===== config.mk =====
export PLATFORM = sky130hd
export DESIGN_NAME = param_gateway_led_regs
export DESIGN_NICKNAME = d
export VERILOG_FILES = /design/src/pkg/gateway_pkg.sv /design/src/pkg/buf_if.sv /design/src/verilog/two_entry_buf.sv /design/src/verilog/param_gateway_led_regs.sv
export SDC_FILE = /design/constraint.sdc
export NUM_CORES = 2
export LEC_CHECK = 0
export BUFFER_PORTS_ARGS = -buffer_cell sky130_fd_sc_hd__buf_2
export CAP_MARGIN = 15
export CORE_UTILIZATION = 50
export CTS_BUF_LIST = sky130_fd_sc_hd__clkbuf_8
export CTS_CLUSTER_SIZE = 20
export DETAILED_ROUTE_END_ITERATION = 7
export GPL_ROUTABILITY_DRIVEN = 1
export PLACE_DENSITY = 0.66
export SYNTH_ARGS = -nofsm -noshare
export SYNTH_HDL_FRONTEND = slang
export SYNTH_SLANG_ARGS = --single-unit

===== constraint.sdc =====
create_clock -name core_clk -period 12.12 [get_ports core_clk]
set_clock_uncertainty 0.05 [all_clocks]
set_input_delay 1.818 -clock core_clk [delete_from_list [all_inputs] [get_ports core_clk]]
set_output_delay 1.818 -clock core_clk [all_outputs]
set_load 0.05 [all_outputs]

===== src/pkg/gateway_pkg.sv =====
// Register map, field layout and timing constants of the gateway block
package gateway_pkg;
  localparam logic [7:0] IRQ_SRC_ADDR    = 8'h00;
  localparam logic [7:0] PIN_SEL_ADDR    = 8'h0B;
  localparam logic [7:0] INTENSITY_ADDR  = 8'h0C;
  localparam logic [7:0] WIN_CFG_ADDR    = 8'h0D;
  localparam logic [7:0] WIN_BASE_ADDR   = 8'h0E;
  localparam logic [7:0] KEY_HIGH_ADDR   = 8'hAC;
  localparam logic [7:0] KEY_LOW_ADDR    = 8'hAD;
  localparam logic [7:0] RESTART_ADDR    = 8'hB1;
  localparam logic [7:0] WIN_LAST_ADDR   = 8'h07;
  localparam int         SEL_MSB         = 2;
  localparam int         CFG_MODE_LSB    = 4;
  localparam int         CFG_DIR_BIT     = 3;
  localparam int         IRQ_BURN_BIT    = 6;
  localparam int         IRQ_SPM_BIT     = 5;
  localparam logic [2:0] SEL_RESET       = 3'h0;
  localparam logic [1:0] MODE_OFF        = 2'h0;
  localparam logic [1:0] MODE_ON         = 2'h1;
  localparam logic       DIR_WRITE       = 1'b0;
  localparam logic [7:0] BASE_RESET      = 8'h00;
  localparam logic [7:0] BASE_MASK       = 8'h78;
  localparam logic [7:0] RESTART_FIRST   = 8'hDE;
  localparam logic [7:0] RESTART_SECOND  = 8'h00;
  localparam logic [7:0] KEY_HIGH_VALUE  = 8'h62;
  localparam logic [7:0] KEY_LOW_VALUE   = 8'h9D;
  localparam logic [7:0] BURN_FIRST      = 8'hA5;
  localparam logic [7:0] BURN_SECOND     = 8'h5A;
  localparam logic [1:0] OPMODE_SLEEP    = 2'h2;
  localparam int         PINS            = 8;
  localparam int         BURST_BYTES     = 8;
  localparam int         SPM_BYTES       = 128;
  localparam int         CLK_HZ          = 50_000_000;
  localparam int         SLEEP_APPLY_MS  = 30;
  localparam int         SLEEP_APPLY_CYC = SLEEP_APPLY_MS * (CLK_HZ / 1000);
  localparam int         BUF_WIDTH       = 8;
endpackage


===== src/pkg/buf_if.sv =====
// Valid/ready carrier between the register core and its read-data buffer
`timescale 1ns/100ps
interface buf_if #(parameter int WIDTH = 8);
  logic             in_valid;
  logic             in_ready;
  logic [WIDTH-1:0] in_data;
  logic             out_valid;
  logic             out_ready;
  logic [WIDTH-1:0] out_data;
  modport buffer (input in_valid, in_data, out_ready, output in_ready, out_valid, out_data);
  modport user   (output in_valid, in_data, out_ready, input in_ready, out_valid, out_data);
endinterface


===== src/verilog/two_entry_buf.sv =====
// Two-entry registered buffer, every output straight from a flop
`timescale 1ns/100ps
module two_entry_buf
  import gateway_pkg::*;
(
  input wire logic core_clk,
  input wire logic reset,
  buf_if.buffer    port
);
  logic             head_valid_reg;
  logic             tail_valid_reg;
  logic [BUF_WIDTH-1:0] head_data_reg;
  logic [BUF_WIDTH-1:0] tail_data_reg;
  logic             push;
  logic             pop;
  logic             in_ready_reg;

  assign push          = port.in_valid && !tail_valid_reg;
  assign pop           = head_valid_reg && port.out_ready;
  // Own flop, so ready leaves the block with no inverter behind it
  assign port.in_ready = in_ready_reg;
  assign port.out_valid = head_valid_reg;
  assign port.out_data = head_data_reg;

  // Head refills from the tail first so word order is kept
  always_ff @(posedge core_clk or posedge reset) begin
    if (reset) begin
      head_valid_reg <= 1'b0;
      tail_valid_reg <= 1'b0;
      head_data_reg  <= '0;
      tail_data_reg  <= '0;
      in_ready_reg   <= 1'b1;
    end else begin
      if (!head_valid_reg || pop) begin
        in_ready_reg   <= 1'b1;
        head_valid_reg <= tail_valid_reg || push;
        head_data_reg  <= tail_valid_reg ? tail_data_reg : port.in_data;
        tail_valid_reg <= tail_valid_reg && push;
        if (push) begin
          tail_data_reg <= port.in_data;
        end
      end else if (push) begin
        in_ready_reg   <= 1'b0;
        tail_valid_reg <= 1'b1;
        tail_data_reg  <= port.in_data;
      end
    end
  end
endmodule


===== src/verilog/param_gateway_led_regs.sv =====
// Host registers: output pin intensity, restart, parameter window and burn keys
`timescale 1ns/100ps
module param_gateway_led_regs
  import gateway_pkg::*;
#(
  parameter int SLEEP_APPLY_CYCLES = SLEEP_APPLY_CYC
)(
  input  wire logic                core_clk,
  input  wire logic                reset,
  input  wire logic                reg_wr,
  input  wire logic                reg_rd,
  input  wire logic [7:0]          reg_addr,
  input  wire logic [7:0]          reg_wdata,
  input  wire logic                i2c_stop,
  output wire logic                reg_rd_ready,
  output wire logic                rd_valid,
  output wire logic [7:0]          rd_data,
  input  wire logic                rd_ready,
  input  wire logic [1:0]          op_mode,
  input  wire logic [7:0]          lit_level,
  input  wire logic [7:0]          dark_level,
  input  wire logic [PINS-1:0]     output_powerup_state,
  input  wire logic                burn_done,
  output logic [PINS*8-1:0]        pwm_output_pin_level,
  output logic                     irq_out_n,
  output logic                     chip_restart,
  output logic                     burn_start
);
  typedef enum logic [1:0] {BURN_IDLE, BURN_GOT_FIRST, BURN_ARMED} burn_state_t;

  buf_if #(.WIDTH(BUF_WIDTH)) rd_bus ();

  logic [7:0]        spm_mem [SPM_BYTES];
  logic [7:0]        stage_reg [BURST_BYTES];
  logic [7:0]        intensity_reg [PINS];
  logic [BURST_BYTES-1:0] stage_mask_reg;
  logic [2:0]        pin_sel_reg;
  logic [1:0]        win_mode_reg;
  logic              win_dir_reg;
  logic [7:0]        win_base_reg;
  logic [7:0]        apply_base_reg;
  logic              init_done_reg;
  logic [1:0]        irq_flags_reg;
  logic [1:0]        irq_flags_next;
  logic              restart_armed_reg;
  logic              key_high_ok_reg;
  logic              key_low_ok_reg;
  burn_state_t       burn_state_reg;
  logic              sleep_wait_reg;
  logic [31:0]       sleep_cnt_reg;
  logic              wr_hit;
  logic              rd_take;
  logic              win_on;
  logic              win_addr;
  logic              burst_close;
  logic              apply_now;
  logic              apply_enter_sleep;
  logic [7:0]        rd_word;
  logic [7:0]        mem_base;

  assign win_on   = (win_mode_reg == MODE_ON);
  assign win_addr = win_on && (reg_addr <= WIN_LAST_ADDR);
  assign wr_hit   = reg_wr;
  assign rd_take  = reg_rd && rd_bus.in_ready;

  // Closing write turns the window off; only a full burst is applied
  assign burst_close = wr_hit && reg_addr == WIN_CFG_ADDR && win_on
                       && win_dir_reg == DIR_WRITE && reg_wdata[5:4] == MODE_OFF
                       && stage_mask_reg == '1 && !sleep_wait_reg;
  // Writes are taken in any mode; sleep defers the commit and raises no flag for it
  assign apply_enter_sleep = burst_close && op_mode == OPMODE_SLEEP;
  assign apply_now = (burst_close && op_mode != OPMODE_SLEEP)
                     || (sleep_wait_reg && sleep_cnt_reg == 32'h0);

  // Immediate commit uses the live base; the latched one is only ready next edge
  assign mem_base = sleep_wait_reg ? apply_base_reg : win_base_reg;

  // Pin selector keeps only bits 2:0, upper bits dropped
  always_ff @(posedge core_clk or posedge reset) begin
    if (reset) begin
      pin_sel_reg <= SEL_RESET;
    end else if (wr_hit && !win_addr && reg_addr == PIN_SEL_ADDR) begin
      pin_sel_reg <= reg_wdata[SEL_MSB:0];
    end
  end

  // Power-up levels caught on the first edge after release
  always_ff @(posedge core_clk or posedge reset) begin
    if (reset) begin
      init_done_reg <= 1'b0;
      for (int i = 0; i < PINS; i++) begin
        intensity_reg[i] <= 8'h00;
      end
    end else if (!init_done_reg) begin
      init_done_reg <= 1'b1;
      for (int i = 0; i < PINS; i++) begin
        intensity_reg[i] <= output_powerup_state[i] ? lit_level : dark_level;
      end
    end else if (wr_hit && !win_addr && reg_addr == INTENSITY_ADDR) begin
      intensity_reg[pin_sel_reg] <= reg_wdata;
    end
  end

  always_ff @(posedge core_clk or posedge reset) begin
    if (reset) begin
      pwm_output_pin_level <= '0;
    end else begin
      for (int i = 0; i < PINS; i++) begin
        pwm_output_pin_level[i*8 +: 8] <= intensity_reg[i];
      end
    end
  end

  // Window configuration; reserved bits are not stored
  always_ff @(posedge core_clk or posedge reset) begin
    if (reset) begin
      win_mode_reg <= MODE_OFF;
      win_dir_reg  <= DIR_WRITE;
    end else if (wr_hit && !win_addr && reg_addr == WIN_CFG_ADDR) begin
      win_mode_reg <= reg_wdata[CFG_MODE_LSB +: 2];
      win_dir_reg  <= reg_wdata[CFG_DIR_BIT];
    end
  end

  // Base forced onto an eight-byte boundary within range
  always_ff @(posedge core_clk or posedge reset) begin
    if (reset) begin
      win_base_reg <= BASE_RESET;
    end else if (wr_hit && !win_addr && reg_addr == WIN_BASE_ADDR) begin
      win_base_reg <= reg_wdata & BASE_MASK;
    end
  end

  // Burst staging: bytes gather here, memory only changes on commit
  always_ff @(posedge core_clk or posedge reset) begin
    if (reset) begin
      stage_mask_reg <= '0;
      for (int i = 0; i < BURST_BYTES; i++) begin
        stage_reg[i] <= 8'h00;
      end
    end else if (wr_hit && win_addr && win_dir_reg == DIR_WRITE) begin
      stage_reg[reg_addr[2:0]]      <= reg_wdata;
      stage_mask_reg[reg_addr[2:0]] <= 1'b1;
    end else if (wr_hit && !win_addr && reg_addr == WIN_CFG_ADDR) begin
      stage_mask_reg <= '0;
    end
  end

  // Commit target latched at close so a new base cannot move it
  always_ff @(posedge core_clk or posedge reset) begin
    if (reset) begin
      apply_base_reg <= BASE_RESET;
    end else if (burst_close) begin
      apply_base_reg <= win_base_reg;
    end
  end

  // Sleep commit delay; a long count, shortened by parameter in simulation
  always_ff @(posedge core_clk or posedge reset) begin
    if (reset) begin
      sleep_wait_reg <= 1'b0;
      sleep_cnt_reg  <= 32'h0;
    end else if (apply_enter_sleep) begin
      sleep_wait_reg <= 1'b1;
      sleep_cnt_reg  <= 32'(SLEEP_APPLY_CYCLES - 1);
    end else if (sleep_wait_reg) begin
      if (sleep_cnt_reg == 32'h0) begin
        sleep_wait_reg <= 1'b0;
      end else begin
        sleep_cnt_reg <= sleep_cnt_reg - 32'h1;
      end
    end
  end

  // Eight bytes land together at base plus offset; no reset, plain memory
  always_ff @(posedge core_clk) begin
    if (apply_now) begin
      for (int i = 0; i < BURST_BYTES; i++) begin
        spm_mem[{mem_base[6:3], 3'(i)}] <= stage_reg[i];
      end
    end
  end

  // Set wins over the read clear; sleep commits raise no flag
  always_comb begin
    irq_flags_next = irq_flags_reg;
    if (rd_take && !win_addr && reg_addr == IRQ_SRC_ADDR) begin
      irq_flags_next = 2'b00;
    end
    if (apply_now && !sleep_wait_reg) begin
      irq_flags_next[0] = 1'b1;
    end
    if (burn_done) begin
      irq_flags_next[1] = 1'b1;
    end
  end

  always_ff @(posedge core_clk or posedge reset) begin
    if (reset) begin
      irq_flags_reg <= 2'b00;
      irq_out_n     <= 1'b1;
    end else begin
      irq_flags_reg <= irq_flags_next;
      irq_out_n     <= ~|irq_flags_next;
    end
  end

  // Restart needs the two writes in a row at the restart register; writes to other registers in between do not disarm it
  always_ff @(posedge core_clk or posedge reset) begin
    if (reset) begin
      restart_armed_reg <= 1'b0;
      chip_restart      <= 1'b0;
    end else begin
      chip_restart <= 1'b0;
      if (wr_hit && reg_addr == RESTART_ADDR) begin
        restart_armed_reg <= (reg_wdata == RESTART_FIRST);
        chip_restart      <= restart_armed_reg && reg_wdata == RESTART_SECOND;
      end
    end
  end

  // Keys only checked here; the host owes the right values
  always_ff @(posedge core_clk or posedge reset) begin
    if (reset) begin
      key_high_ok_reg <= 1'b0;
      key_low_ok_reg  <= 1'b0;
    end else if (burn_start) begin
      key_high_ok_reg <= 1'b0;
      key_low_ok_reg  <= 1'b0;
    end else if (wr_hit && reg_addr == KEY_HIGH_ADDR) begin
      key_high_ok_reg <= (reg_wdata == KEY_HIGH_VALUE);
    end else if (wr_hit && reg_addr == KEY_LOW_ADDR) begin
      key_low_ok_reg <= (reg_wdata == KEY_LOW_VALUE);
    end
  end

  // Burn trigger waits for the STOP, so a stray base write aborts it
  always_ff @(posedge core_clk or posedge reset) begin
    if (reset) begin
      burn_state_reg <= BURN_IDLE;
      burn_start     <= 1'b0;
    end else begin
      burn_start <= 1'b0;
      unique case (burn_state_reg)
        BURN_IDLE: begin
          if (wr_hit && reg_addr == WIN_BASE_ADDR && reg_wdata == BURN_FIRST
              && key_high_ok_reg && key_low_ok_reg) begin
            burn_state_reg <= BURN_GOT_FIRST;
          end
        end
        BURN_GOT_FIRST: begin
          if (wr_hit) begin
            burn_state_reg <= (reg_addr == WIN_BASE_ADDR && reg_wdata == BURN_SECOND)
                              ? BURN_ARMED : BURN_IDLE;
          end
        end
        BURN_ARMED: begin
          if (i2c_stop) begin
            burn_start     <= 1'b1;
            burn_state_reg <= BURN_IDLE;
          end else if (wr_hit) begin
            burn_state_reg <= BURN_IDLE;
          end
        end
      endcase
    end
  end

  // Read mux; window reads come from memory in any mode, zero while the window is set to write
  always_comb begin
    rd_word = 8'h00;
    if (win_addr) begin
      rd_word = (win_dir_reg != DIR_WRITE) ? spm_mem[{win_base_reg[6:3], reg_addr[2:0]}]
                                           : 8'h00;
    end else begin
      unique case (reg_addr)
        IRQ_SRC_ADDR:   rd_word = {1'b0, irq_flags_reg[1], irq_flags_reg[0], 5'h00};
        PIN_SEL_ADDR:   rd_word = {5'h00, pin_sel_reg};
        INTENSITY_ADDR: rd_word = intensity_reg[pin_sel_reg];
        WIN_CFG_ADDR:   rd_word = {2'h0, win_mode_reg, win_dir_reg, 3'h0};
        WIN_BASE_ADDR:  rd_word = win_base_reg;
        default:        rd_word = 8'h00;
      endcase
    end
  end

  assign rd_bus.in_valid  = reg_rd;
  assign rd_bus.in_data   = rd_word;
  assign rd_bus.out_ready = rd_ready;
  assign reg_rd_ready     = rd_bus.in_ready;
  assign rd_valid         = rd_bus.out_valid;
  assign rd_data          = rd_bus.out_data;

  two_entry_buf u_rd_buf (
    .core_clk (core_clk),
    .reset    (reset),
    .port     (rd_bus.buffer)
  );
endmodule


==> impl_results.md <==
- Hold WC Path Type: flip-flop to flip-flop
- Dpl ws: 5.612 ns
- # setup viols final: 0
- Vias per cell: roughly 6.3
- First-pass DRT Iterations: 6
- Crit path launch type: input pin
- R2R Path End: spm_mem[58][1]
- Final setup TNS: 0 ns
- Final ANT Viol Nets: 0
- Crit path from: reg_addr[7]
- EDFF count, synth: 1024
- Synth Cell Area: 51530 um2
- CP arrival: 6.16 ns
- Leakage: ~0.022 uW
- Outcome: finished clean
- Core area: approximately 100000 um2
- Unrepaired setup endpoints after global routing: no
- Postcts setup bufs: 0
- Skew-Pair Late Insertion Delay: roughly 0.86 ns
- Die height: around 320 um
- Yosys warns: 0
- Layout Nets: ~3100
- Syn Nets: 2878
- Initial Util: between 50% and 60%
- FFs w/ async S/R, synth: 21.29%
- H-tree levels: 4
- Io pins: 126
- Num CTS Buffers: 198
- PwrDens: 153.3 nW/um2
- Crit path capture type: flip-flop
- Die ar.: 104300 um2
- Max FO, Critical Path: 33
- First-pass GRT wire length: ~200000 um
- Critical path buffers and inverters: 2
- Minimum clock period: 5.733 ns
- Total GRT Usage: 26.10%
- Post-Syn Area per Cell: ~18 um2
- CTS Buffer Depth: 3
- Max_cap viols: 0
- FF-to-FF path depth: 8
- Count of different cell masters after synthesis: 75
- Fin. max-slew vios: 0
- Port bufs: 125
- WP depth: 9
- Num rows: ~120
- Placer Congestion: 0.8737
- FF-to-FF setup slack: approximately 7 ns
- Area delta synth->final: 11.81%
- Cts repair resizes: 0
- Post-Route WL: 134800 um
- Yosys reg bits: around 1300
- Initial antenna violation count: 7
- CP top delay family: simple AND/OR/NAND/NOR gates
- Overflow after GRT: 0
- Seq/Total Area, Yosys: 73.13%
- Dpl hpwl: 78650 um
- Placed Cells incl. Taps: 4198
- Peak supply drop: around 0.12 mV
- Most common flop cell mapped by yosys: edfxtp_1
- Initial DRC count: 3517
- Hold_buf cts: 0
- Die width: 323.0 um
- End point of the critical path: spm_mem[58][1]
- WP data required: 12.55 ns
- Slew HR: roughly a fifth
- Final core occ: 56.47%
- DRC Markers: 0
- Wire per inst: 29.55 um
- CP peak stage delay: 0.96 ns
- Layout cell share with drive strength beyond 1: 26.21%
- Clock Tree Root: clkbuf_8
- TritonCTS clock tree: done
- Number of global-route vias before repair: 28730
- Final Non-Filler Cells: 4563
- Max reg flops: 1024
- Max Freq: 174.4 MHz
- Cells along the critical path: buf_2 -> or4_1 -> nor2_1 -> nand4_1 -> a21oi_1 -> a31o_2 -> nand2_1 -> nor2_4 -> buf_4
- Slowest cell on the critical path: nor2_4
- Kind of critical path: input pin to flip-flop
- Via count: approximately 29000
- Final Hold Fails: 0
- Clock-pin slew on the worst setup and hold paths: roughly 0.060 ns
- CTS Sinks: 1301
- Largest net degree at the start of global routing: 181
- Fill cells: 7760
- Final setup margin: roughly 6.4 ns
- Gate count after technology mapping: 2824
- Worst-margin pin slew: 1.177 ns
- R2r startpoint: sleep_cnt_reg[14]
- Tcrit/Tclk final: a little under half
## layout make-up
cell class,count,area [um2],share of cell area (%)
clock buffer,220,3028,5.255
multi-input combinational,1325,13180,22.87
inverter,26,105.1,0.1824
sequential,1301,37690,65.42
tap,1368,1712,2.971
timing repair buffer,179,1109,1.924
clock inverter,139,780.7,1.355
antenna,5,12.51,0.02172
## cells in the final DEF, fill, tap and decap left out, drive strengths merged, types with 5 or more instances in the layout
master,Yosys,final
a211oi,71,71
a21oi,105,105
a221oi,12,12
a22oi,50,50
a31oi,21,21
buf,69,179
bufinv,0,7
clkbuf,103,220
clkinv,2,64
clkinvlp,0,5
dfrtp,275,275
diode,0,5
edfxtp,1024,1024
ha,5,5
inv,24,89
mux2,96,96
mux2i,93,93
mux4,254,254
nand2,117,117
nand2b,13,13
nand3,35,35
nand3b,5,5
nand4,15,15
nor2,82,82
nor2b,83,83
nor3,38,38
nor4,22,22
o2111ai,5,5
o211ai,9,9
o21a,5,5
o21ai,48,48
o221ai,7,7
o22ai,15,15
or3,18,18
or4,10,10
xnor2,22,22
## cell usage after synthesis (4+ instances only)
| master | number | area, um2 |
|---|---|---|
| clkbuf_1 | 103 | 386.6 |
| nand2_1 | 117 | 439.2 |
| a32o_1 | 4 | 40.04 |
| nand4_1 | 15 | 93.84 |
| o22ai_1 | 15 | 93.84 |
| xnor2_1 | 22 | 192.7 |
| edfxtp_1 | 1024 | 30750 |
| a31oi_1 | 21 | 131.4 |
| a221oi_1 | 12 | 105.1 |
| a22o_1 | 4 | 35.03 |
| nor4_1 | 19 | 118.9 |
| nand3_1 | 35 | 175.2 |
| a211oi_1 | 71 | 533.0 |
| mux4_2 | 254 | 5720 |
| o21a_1 | 5 | 37.54 |
| buf_2 | 41 | 205.2 |
| nand3b_1 | 5 | 37.54 |
| a221o_1 | 4 | 40.04 |
| nor2_2 | 4 | 25.02 |
| or4_1 | 8 | 60.06 |
| nand2b_1 | 13 | 81.33 |
| o221ai_1 | 7 | 61.31 |
| nor2_1 | 78 | 292.8 |
| inv_1 | 23 | 86.33 |
| a21boi_0 | 4 | 30.03 |
| a22oi_1 | 50 | 375.4 |
| o21ai_0 | 47 | 235.2 |
| buf_1 | 25 | 93.84 |
| a21oi_1 | 105 | 525.5 |
| ha_1 | 5 | 62.56 |
| nor3_1 | 35 | 175.2 |
| or3_1 | 18 | 112.6 |
| mux2i_1 | 93 | 930.9 |
| o211ai_1 | 8 | 60.06 |
| o31ai_1 | 4 | 30.03 |
| o2111ai_1 | 5 | 43.79 |
| dfrtp_1 | 275 | 6882 |
| mux2_2 | 94 | 1059 |
| nor2b_1 | 83 | 519.3 |
## worst register-to-register path: cells and delay by family (launching register included)
| kind | cells | cell delay, ns |
|---|---|---|
| flip-flops | 1 | 0.40 |
| AO/OA/AOI/OAI | 1 | 0.31 |
| AND/OR/NAND/NOR | 6 | 3.34 |
| buffers and inverters | 1 | 0.60 |
## metrics by stage
stage               power (uW)  area [um2]  hold WS (ns)
CTS                       8876       57580        0.3385
floorplan                 5262       51530        0.3181
global placement          5429       53770        0.3282
finish                    8834       57620        0.3281
global route              9106       57610        0.3492
detailed placement        5437       53770        0.3359
## where the power goes
group / total [uW] / leakage, uW / internal [uW] / switching [uW]
logic: 485 / 0.00489 / 133 / 352
registers: 4860 / 0.0152 / 4820 / 46.5
clock network: 3480 / 0.00217 / 1810 / 1670
total: 8830 / 0.0223 / 6760 / 2070
## cell families (layout without fill, tap and decap cells)
group	count (synthesis)	in the layout	synth area share, %
xor gates and xnor gates	23	23	0.3909
AOI/OAI and AO/OA	393	393	5.080
other	1	6	0.007277
DFF	1301	1301	73.13
buffers and inverters	198	564	1.564
adders and majority gates	5	5	0.1214
and+or+nand+nor	460	460	4.703
muxes	443	443	15.01
## per-layer routing
metal  up-vias  wire length, um  GRT usage, %
li1      11820                -             -
met1     15140            54610         36.91
met2      1446            65110         40.95
met3       239            11560         5.422
met4         2             3555         8.215
met5         -               13             0
## worst min-delay path by stage
stage	start	endpoint	slack, ns	cells past startpoint
2_1_floorplan	intensity_reg[32]	pwm_output_pin_level[24]	0.32	0
3_3_place_gp	intensity_reg[2]	pwm_output_pin_level[58]	0.33	0
3_5_place_dp	intensity_reg[39]	pwm_output_pin_level[31]	0.34	0
4_1_cts	intensity_reg[39]	pwm_output_pin_level[31]	0.34	0
5_1_grt	intensity_reg[18]	pwm_output_pin_level[42]	0.35	0
6_report	intensity_reg[39]	pwm_output_pin_level[31]	0.33	0
Note: power is estimated with default switching activity, not from simulation.
